### src/inc/irq_ctrl_pkg.sv
// Constants, register map and state layout of the interrupt controller.
// Assumes one clock that is the core's instruction-cycle clock.
package irq_ctrl_pkg;

  // ----------------------------------------------------------------
  // Source layout
  // ----------------------------------------------------------------
  localparam int NUM_EXT      = 3;
  localparam int PORT_W       = 8;
  localparam int NUM_PERIPH   = 8;
  localparam int PORT_SRC     = NUM_EXT;
  localparam int FIRST_PERIPH = NUM_EXT + 1;
  localparam int NUM_SRC      = FIRST_PERIPH + NUM_PERIPH;
  localparam int SYNC_W       = NUM_EXT + PORT_W;
  localparam logic [NUM_SRC-1:0] PERIPH_MASK = 12'hFF0;

  // ----------------------------------------------------------------
  // Vectors
  // ----------------------------------------------------------------
  localparam logic [15:0] VEC_HIGH = 16'h0008;
  localparam logic [15:0] VEC_LOW  = 16'h0018;

  // ----------------------------------------------------------------
  // Register map
  // ----------------------------------------------------------------
  localparam int          ADDR_W   = 8;
  localparam logic [7:0]  CTRL_OFS = 8'h00;
  localparam logic [7:0]  FLAG_OFS = 8'h04;
  localparam logic [7:0]  EN_OFS   = 8'h08;
  localparam logic [7:0]  PRIO_OFS = 8'h0C;
  localparam logic [7:0]  STAT_OFS = 8'h10;

  localparam int CTRL_HIGH_LEVEL_GLOBAL_ENABLE_BIT = 0;
  localparam int CTRL_LOW_LEVEL_GLOBAL_ENABLE_BIT = 1;
  localparam int CTRL_MODE_BIT = 2;
  localparam int CTRL_EDGE_LSB = 4;
  localparam int STAT_SVCH_BIT = 0;
  localparam int STAT_SVCL_BIT = 1;
  localparam int STAT_VEC_LSB  = 16;

  // ----------------------------------------------------------------
  // Reset values
  // ----------------------------------------------------------------
  localparam logic [NUM_SRC-1:0] PRIO_RST = 12'hFFF;
  localparam logic [NUM_EXT-1:0] EDGE_RST = 3'h7;
  localparam logic [15:0]        VEC_RST  = 16'h0000;

  // ----------------------------------------------------------------
  // State of the controller
  // ----------------------------------------------------------------
  typedef struct packed {
    logic [SYNC_W-1:0]  sync1;
    logic [SYNC_W-1:0]  sync2;
    logic [SYNC_W-1:0]  prev;
    logic [NUM_SRC-1:0] flags;
    logic [NUM_SRC-1:0] enable;
    logic [NUM_SRC-1:0] prio;
    logic               high_level_global_enable;
    logic               low_level_global_enable;
    logic               priority_mode_enable;
    logic [NUM_EXT-1:0] ext_pin_edge_select;
    logic               svc_high;
    logic               svc_low;
    logic               take;
    logic [15:0]        vec;
    logic [31:0]        rdata;
    logic               ready;
    logic               err;
  } ctrl_state_t;

endpackage : irq_ctrl_pkg

### src/two_level_interrupt_ctrl.sv
// Two-level interrupt controller with an APB register slave.
// Assumes the core takes vector_take as an interrupt entry in the same
// cycle and pulses the return strobe when it leaves a service routine.
`timescale 1ns/1ns

// Function
// - High vector 0008h, low vector 0018h
// - High request preempts running low routine
// - Each source has flag, enable, priority
// - Mode bit clear ignores priority selects
// - In compatibility mode peripherals need peripheral and global enable
// - Global enable gates all sources
// - Compatibility mode always vectors to 0008h
// - High-level enable admits high-priority sources
// - Low enable admits low sources with high
// - Flag, enable, global enable vector at once
// - Acceptance clears the relevant global enable
// - No low service during high routine
// - Core pushes return, loads vector address
// - Return instruction re-sets the global enable
// - External event latency three to four cycles
// - Flags set regardless of any enable
// - High enable clear blocks every source
// - Edge select one rising, zero falling
module two_level_interrupt_ctrl
(
  // Clock and reset
  input  wire logic                                 clk,
  input  wire logic                                 reset_n,
  // APB slave
  input  wire logic                                 psel,
  input  wire logic                                 penable,
  input  wire logic                                 pwrite,
  input  wire logic [irq_ctrl_pkg::ADDR_W-1:0]      paddr,
  input  wire logic [31:0]                          pwdata,
  output logic [31:0]                               prdata,
  output logic                                      pready,
  output logic                                      pslverr,
  // Interrupt sources
  input  wire logic [irq_ctrl_pkg::NUM_EXT-1:0]     ext_pin,
  input  wire logic [irq_ctrl_pkg::PORT_W-1:0]      port_pins,
  input  wire logic [irq_ctrl_pkg::NUM_PERIPH-1:0]  periph_event,
  // Core side
  input  wire logic                                 return_from_service_instr,
  output logic                                      vector_take,
  output logic [15:0]                               vector_addr
);

  // ----------------------------------------------------------------
  // State
  // ----------------------------------------------------------------
  irq_ctrl_pkg::ctrl_state_t s_r;
  irq_ctrl_pkg::ctrl_state_t s_nxt;

  logic [irq_ctrl_pkg::NUM_SRC-1:0] ev;
  logic [irq_ctrl_pkg::NUM_SRC-1:0] act;
  logic [irq_ctrl_pkg::NUM_SRC-1:0] w1c;
  logic                             setup;
  logic                             wr;
  logic                             hit;
  logic                             hi_req;
  logic                             lo_req;
  logic                             cmp_req;

  // ----------------------------------------------------------------
  // Next state
  // ----------------------------------------------------------------
  always_comb
  begin
    s_nxt = s_r;

    // Pins pass two flops before the edge logic looks at them
    s_nxt.sync1 = {port_pins, ext_pin};
    s_nxt.sync2 = s_r.sync1;
    s_nxt.prev  = s_r.sync2;

    ev = '0;
    for (int i = 0; i < irq_ctrl_pkg::NUM_EXT; i++)
    begin
      ev[i] = s_r.ext_pin_edge_select[i]
            ? (s_r.sync2[i] & ~s_r.prev[i])
            : (~s_r.sync2[i] & s_r.prev[i]);
    end
    ev[irq_ctrl_pkg::PORT_SRC] =
      |(s_r.sync2[irq_ctrl_pkg::SYNC_W-1:irq_ctrl_pkg::NUM_EXT]
        ^ s_r.prev[irq_ctrl_pkg::SYNC_W-1:irq_ctrl_pkg::NUM_EXT]);
    ev[irq_ctrl_pkg::NUM_SRC-1:irq_ctrl_pkg::FIRST_PERIPH] = periph_event;

    // APB decode; the slave answers in the first access cycle
    setup = psel & ~penable;
    wr    = psel & penable & s_r.ready & pwrite & ~s_r.err;
    hit   = (paddr == irq_ctrl_pkg::CTRL_OFS)
          | (paddr == irq_ctrl_pkg::FLAG_OFS)
          | (paddr == irq_ctrl_pkg::EN_OFS)
          | (paddr == irq_ctrl_pkg::PRIO_OFS)
          | (paddr == irq_ctrl_pkg::STAT_OFS);
    s_nxt.ready = setup;
    s_nxt.err   = setup & ~hit;

    if (setup)
    begin
      s_nxt.rdata = '0;
      unique case (paddr)
        irq_ctrl_pkg::CTRL_OFS:
        begin
          s_nxt.rdata[irq_ctrl_pkg::CTRL_HIGH_LEVEL_GLOBAL_ENABLE_BIT] =
            s_r.high_level_global_enable;
          s_nxt.rdata[irq_ctrl_pkg::CTRL_LOW_LEVEL_GLOBAL_ENABLE_BIT] =
            s_r.low_level_global_enable;
          s_nxt.rdata[irq_ctrl_pkg::CTRL_MODE_BIT] =
            s_r.priority_mode_enable;
          s_nxt.rdata[irq_ctrl_pkg::CTRL_EDGE_LSB +: irq_ctrl_pkg::NUM_EXT] =
            s_r.ext_pin_edge_select;
        end
        irq_ctrl_pkg::FLAG_OFS:
          s_nxt.rdata[irq_ctrl_pkg::NUM_SRC-1:0] = s_r.flags;
        irq_ctrl_pkg::EN_OFS:
          s_nxt.rdata[irq_ctrl_pkg::NUM_SRC-1:0] = s_r.enable;
        irq_ctrl_pkg::PRIO_OFS:
          s_nxt.rdata[irq_ctrl_pkg::NUM_SRC-1:0] = s_r.prio;
        irq_ctrl_pkg::STAT_OFS:
        begin
          s_nxt.rdata[irq_ctrl_pkg::STAT_SVCH_BIT] = s_r.svc_high;
          s_nxt.rdata[irq_ctrl_pkg::STAT_SVCL_BIT] = s_r.svc_low;
          s_nxt.rdata[irq_ctrl_pkg::STAT_VEC_LSB +: 16] = s_r.vec;
        end
        default:
          s_nxt.rdata = '0;
      endcase
    end

    // Flags: write one to clear, a new event wins over the clear
    w1c = '0;
    if (wr && paddr == irq_ctrl_pkg::FLAG_OFS)
      w1c = pwdata[irq_ctrl_pkg::NUM_SRC-1:0];
    s_nxt.flags = (s_r.flags & ~w1c) | ev;

    if (wr && paddr == irq_ctrl_pkg::EN_OFS)
      s_nxt.enable = pwdata[irq_ctrl_pkg::NUM_SRC-1:0];
    if (wr && paddr == irq_ctrl_pkg::PRIO_OFS)
      s_nxt.prio = pwdata[irq_ctrl_pkg::NUM_SRC-1:0];
    if (wr && paddr == irq_ctrl_pkg::CTRL_OFS)
    begin
      s_nxt.high_level_global_enable =
        pwdata[irq_ctrl_pkg::CTRL_HIGH_LEVEL_GLOBAL_ENABLE_BIT];
      s_nxt.low_level_global_enable =
        pwdata[irq_ctrl_pkg::CTRL_LOW_LEVEL_GLOBAL_ENABLE_BIT];
      s_nxt.priority_mode_enable = pwdata[irq_ctrl_pkg::CTRL_MODE_BIT];
      s_nxt.ext_pin_edge_select =
        pwdata[irq_ctrl_pkg::CTRL_EDGE_LSB +: irq_ctrl_pkg::NUM_EXT];
    end

    // Return from a service routine
    if (return_from_service_instr)
    begin
      if (!s_r.priority_mode_enable)
        s_nxt.high_level_global_enable = 1'b1;
      else if (s_r.svc_high)
      begin
        s_nxt.high_level_global_enable = 1'b1;
        s_nxt.svc_high = 1'b0;
      end
      else if (s_r.svc_low)
      begin
        s_nxt.low_level_global_enable = 1'b1;
        s_nxt.svc_low = 1'b0;
      end
      else
        s_nxt.high_level_global_enable = 1'b1;
    end

    // Acceptance, decided from the settled state of this cycle
    act     = s_r.flags & s_r.enable;
    cmp_req = s_r.high_level_global_enable
            & |(act & (~irq_ctrl_pkg::PERIPH_MASK
                | {irq_ctrl_pkg::NUM_SRC{s_r.low_level_global_enable}}));
    hi_req  = s_r.high_level_global_enable & |(act & s_r.prio);
    lo_req  = s_r.high_level_global_enable
            & s_r.low_level_global_enable
            & ~s_r.svc_high
            & |(act & ~s_r.prio);

    s_nxt.take = 1'b0;
    if (!s_r.priority_mode_enable)
    begin
      if (cmp_req)
      begin
        s_nxt.take = 1'b1;
        s_nxt.vec  = irq_ctrl_pkg::VEC_HIGH;
        s_nxt.high_level_global_enable = 1'b0;
      end
    end
    else if (hi_req)
    begin
      // Preempts a low routine: the low-level enable is untouched
      s_nxt.take     = 1'b1;
      s_nxt.vec      = irq_ctrl_pkg::VEC_HIGH;
      s_nxt.svc_high = 1'b1;
      s_nxt.high_level_global_enable = 1'b0;
    end
    else if (lo_req)
    begin
      s_nxt.take    = 1'b1;
      s_nxt.vec     = irq_ctrl_pkg::VEC_LOW;
      s_nxt.svc_low = 1'b1;
      s_nxt.low_level_global_enable = 1'b0;
    end
  end

  // ----------------------------------------------------------------
  // Registers
  // ----------------------------------------------------------------
  always_ff @(posedge clk or negedge reset_n)
  begin
    if (!reset_n)
    begin
      s_r                     <= '0;
      s_r.prio                <= irq_ctrl_pkg::PRIO_RST;
      s_r.ext_pin_edge_select <= irq_ctrl_pkg::EDGE_RST;
      s_r.vec                 <= irq_ctrl_pkg::VEC_RST;
    end
    else
      s_r <= s_nxt;
  end

  // Event to vector: two sync flops, flag, take; the edge compare adds no flop
  assign prdata      = s_r.rdata;
  assign pready      = s_r.ready;
  assign pslverr     = s_r.err;
  assign vector_take = s_r.take;
  assign vector_addr = s_r.vec;
endmodule : two_level_interrupt_ctrl

### config.mk
export PLATFORM = sky130hd
export DESIGN_NAME = two_level_interrupt_ctrl
export DESIGN_NICKNAME = d
export VERILOG_FILES = /design/src/inc/irq_ctrl_pkg.sv /design/src/two_level_interrupt_ctrl.sv
export SDC_FILE = /design/constraint.sdc
export NUM_CORES = 1
export LEC_CHECK = 0
export ABC_AREA = 1
export BUFFER_PORTS_ARGS = -buffer_cell sky130_fd_sc_hd__buf_2
export CORE_ASPECT_RATIO = 0.8
export CORE_MARGIN = 3
export CORE_UTILIZATION = 50
export CTS_CLUSTER_DIAMETER = 100
export DETAILED_ROUTE_END_ITERATION = 10
export PLACE_DENSITY_LB_ADDON = 0.15
export SLEW_MARGIN = 40
export SYNTH_ARGS = -nofsm -noshare
export SYNTH_HDL_FRONTEND = slang
export SYNTH_SLANG_ARGS = --single-unit
### constraint.sdc
create_clock -name clk -period 3.85 [get_ports clk]
set_input_delay 0.385 -clock clk [delete_from_list [all_inputs] [get_ports clk]]
set_output_delay 0.385 -clock clk [all_outputs]
set_load 0.02 [all_outputs]
Word-level counts from Yosys, hierarchy flattened --
Cells that the tools add are included.
Storage, ports and cells: input port bits 65, word-level logic and storage cells 107, output and inout port bits 51, bits in registers 124
Cells by class: reduce and logical (&&, ||, !) cells 11, bitwise operators 40, mux-type cells 34, equal/unequal tests 5
Operators with widths (count):
- AND 12 bit | 5
- two-way mux 17 bit | 3
- OR reduction 12 bit | 3
- inverter 12 bit | 2
- two-way mux 1 bit | 18
- two-way mux 18 bit | 1
- AND 1 bit | 17
- equality test 8 x 4 -> 1 bit, second input constant | 2
- two-way mux 16 bit | 1
- one-hot mux 5 bit (3 select lines) | 1
- two-way mux 12 bit | 1
- OR 12 bit | 1
- one-hot mux 3 bit (4 select lines) | 1
- inverter 1 bit | 10
- one-hot mux 2 bit (5 select lines) | 1
- equality test 8 x 3 -> 1 bit, second input constant | 1
- equality test 8 x 5 -> 1 bit, second input constant | 1
- logical NOT 8 bit | 1
- two-way mux 2 bit | 4
- OR reduction 8 bit | 1
- XOR 8 bit | 1
- two-way mux 6 bit | 1
- logical AND 1 bit | 4
- OR 1 bit | 4
- other kinds (5) | 5

Depth between registers and ports, before layout --
depth after elaboration 13, gate-level depth with buffers 9

Least setup slack after synthesis --
Ideal clock, no wire load.
path kind input -> register, start input paddr[7] in the netlist's numbering, end register s_r[85] in the netlist's numbering, arrival time 1.285 ns, path buffers 1, cell stages on the path 7, setup slack 2.433 ns, library setup time 0.132 ns, data required time 3.718 ns, cell sequence nor2_1 -> nand2_2 -> nor3_4 -> nand2_1 -> clkbuf_1 -> o21ai_1 -> o211ai_1
RTL lines:
- from (decl) | RTL line two_level_interrupt_ctrl.sv:34 | input wire logic [irq_ctrl_pkg::ADDR_W-1:0] paddr,
- to (signal assigned) | RTL line two_level_interrupt_ctrl.sv:223 | s_r <= s_nxt;
- to (decl) | RTL line two_level_interrupt_ctrl.sv:52 | irq_ctrl_pkg::ctrl_state_t s_r;

==> impl_metrics.py <==
metrics = {
    "layout": {
        "stdcell_area_um2": 4870,
        "layout_commonest_cell": "nand2_1",
        "fin_nets": 617,
        "utilization": 0.5665,
        "drive_above_1_share": 0.2226,
        "layout_common_cells": "nand2_1, dfrtp_1, buf_2",
        "syn_to_final_growth_pct": 8.898,
        "antenna_cells": 0,
    },
    "synth": {
        "synth_mux_area_frac": 0,
        "synth-xor-area-share": 0.01567,
        "synthArstFlopShare": 1.000,
        "synth-warning-count": 0,
        "synth_ff_type": "dfrtp_1",
        "ys_seq_elements": 97,
        "synth_largest_area_cell": "dfrtp_1",
        "synth_edf_count": 0,
        "synth_area_um2": 4472,
        "synth_compound_area_frac": 0.08898,
        "synth.top_cell.area_share": 0.4589,
        "synth_cell_types": 31,
        "yosysSeqAreaShare": 0.5470,
        "syn_avg_cell_area_um2": 8.873,
        "synth_area_leaders": "dfrtp_1, nand2_1, dfstp_2",
        "synth_cells": 504,
        "synth_fa_ha_area_frac": 0,
        "synth_top_family_by_area": "simple AND/OR/NAND/NOR gates",
        "synth-simple-area-share": 0.2174,
    },
    "critical_path": {
        "crit_slowest_cell": "nor3_4",
        "path_depth": 7,
        "max_stage_delay_ns": 0.51,
        "crit_chain": "buf_2, nor2_2, nand2_1, nor3_4, nand2_1, o21ai_0, o211ai_1",
        "critical_path_class": "input port to register",
        "crit_required_ns": 4.11,
        "cp-end-kind": "register",
        "critPathMaxFanout": 14,
        "r2r_cells": 6,
        "critPathLaunchType": "input port",
        "crit_family": "simple AND/OR/NAND/NOR gates",
        "critical_path.most_common_cell": "nand2_1",
        "path_buf_inv": 1,
        "crit_arrival_ns": 2.19,
    },
    "clocking": {
        "cts_tree": "yes",
        "postCtsResizedCells": 0,
        "clock_latency_ns": 0.37,
        "cts_hold_buf": 0,
        "cts_root_buf": "clkbuf_8",
        "cts-htree-levels": 3,
        "numCtsBuffers": 9,
        "clockBufferDepth": 2,
        "postCtsSetupBuffers": 0,
        "path_clk_slew_ns": 0.10,
        "cts.sinks": 97,
    },
    "detailed_routing": {
        "drt.antenna.violating_nets": 0,
        "firstDrtPassIters": 5,
        "avgRoutedWirePerCell_um": 13.83,
        "drt-total-wl_mm": 9.249,
        "viasPerCell": 4.925,
        "via_count": 3295,
        "route.detailed.drc": 0,
        "initialDrtViolationCount": 214,
    },
    "pwr": {
        "leakagePower_uw": 0.002412,
        "seqPwrFrac": 0.577,
        "clkPwrFrac": 0.355,
        "power_density_nw_per_um2": 377.8,
        "power.internal_uw": 1341,
        "power.switching_uw": 499.4,
        "comb_power_share": 0.069,
        "swShare": 0.2714,
        "peakVddDrop_mv": 0.2081,
    },
    "global_route": {
        "antenna_found_initial": 0,
        "grt_pass1_wl_mm": 15.73,
        "track_usage": 0.1929,
        "grt_pass1_vias": 3206,
        "grt_max_degree": 85,
        "overflow": 0,
    },
    "timing": {
        "setup_viol": 0,
        "slew_viol_final": 0,
        "relSlewSlack": 0.5709,
        "hold-worst-slack_ns": 0.04043,
        "rsz0062_at_grt": "no",
        "hold_violations": 0,
        "skew_ns": 0.009400,
        "fmaxAchievable_mhz": 517.1,
        "tightest_slew_ns": 0.6436,
        "fin_crit_sh": 0.5023,
        "min_period_ns": 1.934,
        "tns_ns": 0,
    },
    "placed_design": {
        "io_buffers": 77,
        "dpl_cell_area_um2": 4673,
        "gp_congestion": 0.9287,
        "dp_hpwl_mm": 6.639,
    },
    "die": {
        "initial_core_util": 0.5202,
        "num_io_pins": 116,
        "core_um2": 8596,
        "die_h_um": 90.59,
        "die-area_um2": 10120,
        "chipWidth_um": 111.7,
        "rows": 30,
    },
    "flow_run": {
        "maxCapViolations": 0,
    },
    "status": {
        "status": "completed",
    },
    "hold_path": {
        "hold_path.class": "input port to async pin",
    },
}
==> kinds of logic after synthesis <==
kind of cell / Yosys count
flops: 97
other cells: 1
compound gates: 73
xor+xnor: 8
buf+inv: 103
simple gates: 222
==> layout make-up <==
class                   instances  area [um2]
clock buffers                   9       123.9
clock inverters                 7       70.07
fillers                       787        3726
inverters                      42       157.7
multi-input cells             321        1508
flip-flops and latches         97        2446
well taps                     112       140.1
repair buffers                 81       424.2
==> per-layer routing <==
| metal | wire length [um] | vias up | track usage |
|---|---|---|---|
| li1 | - | 1655 | - |
| met1 | 4395 | 1520 | 0.2750 |
| met2 | 4108 | 104 | 0.2894 |
| met3 | 589 | 16 | 0.04622 |
| met4 | 155 | 0 | 0.06890 |
| met5 | 0 | - | 0 |
==> path summary, 6_finish.rpt <==
path,startpoint,endpoint,slack [ns]
max,paddr[1],s_r[84],1.92
min,reset_n,vector_take,0.04
max reg2reg,pready,s_r[72],2.04
min reg2reg,s_nxt[110],s_nxt[99],0.36
max in group asynchronous,reset_n,s_nxt[100],3.18
min in group clk,port_pins[4],s_nxt[113],0.10
==> sequential cells by signal, indices dropped and copies added (netlist names) <==
name,flops
vector_take,1
prdata,15
pready,1
s_nxt,22
s_r,55
pslverr,1
vector_addr,2
==> stage by stage <==
stage | cells | setup WS, ns | total power (uW)
after floorplan | 521 | 2.433 | 1165
after global placement | 653 | 1.557 | 1204
after detailed placement | 653 | 1.491 | 1209
after CTS | 669 | 1.899 | 1864
after global routing | 669 | 1.630 | 1925
final | 669 | 1.916 | 1840
==> worst reg2reg max path: stages, from the launching register on <==
cell,delay (ns)
dfrtp_1,0.36
nand4_1,0.11
nor2_1,0.31
nand3_1,0.45
buf_4,0.34
nand2_1,0.06
o21ai_0,0.08
==> cells in the mapped netlist, types with 2 or more instances <==
master	count
a21oi_1	7
buf_2	6
buf_4	50
clkbuf_1	5
dfrtp_1	82
dfstp_2	15
inv_1	39
inv_2	3
nand2_1	135
nand2_2	2
nand3_1	45
nand4_1	8
nor2_1	22
nor3_4	2
o211ai_1	8
o21ai_0	37
o21ai_1	18
xnor2_1	2
xor2_1	6
==> power groups by stage <==
stage | Combinational, uW | Sequential [uW] | Clock, uW
6_report | 126 | 1060 | 653
5_1_grt | 142 | 1060 | 718
4_1_cts | 129 | 1060 | 673
3_5_place_dp | 128 | 1080 | 0
3_3_place_gp | 125 | 1080 | 0
2_1_floorplan | 86.6 | 1080 | 0
(Power assumes the default switching activity.)
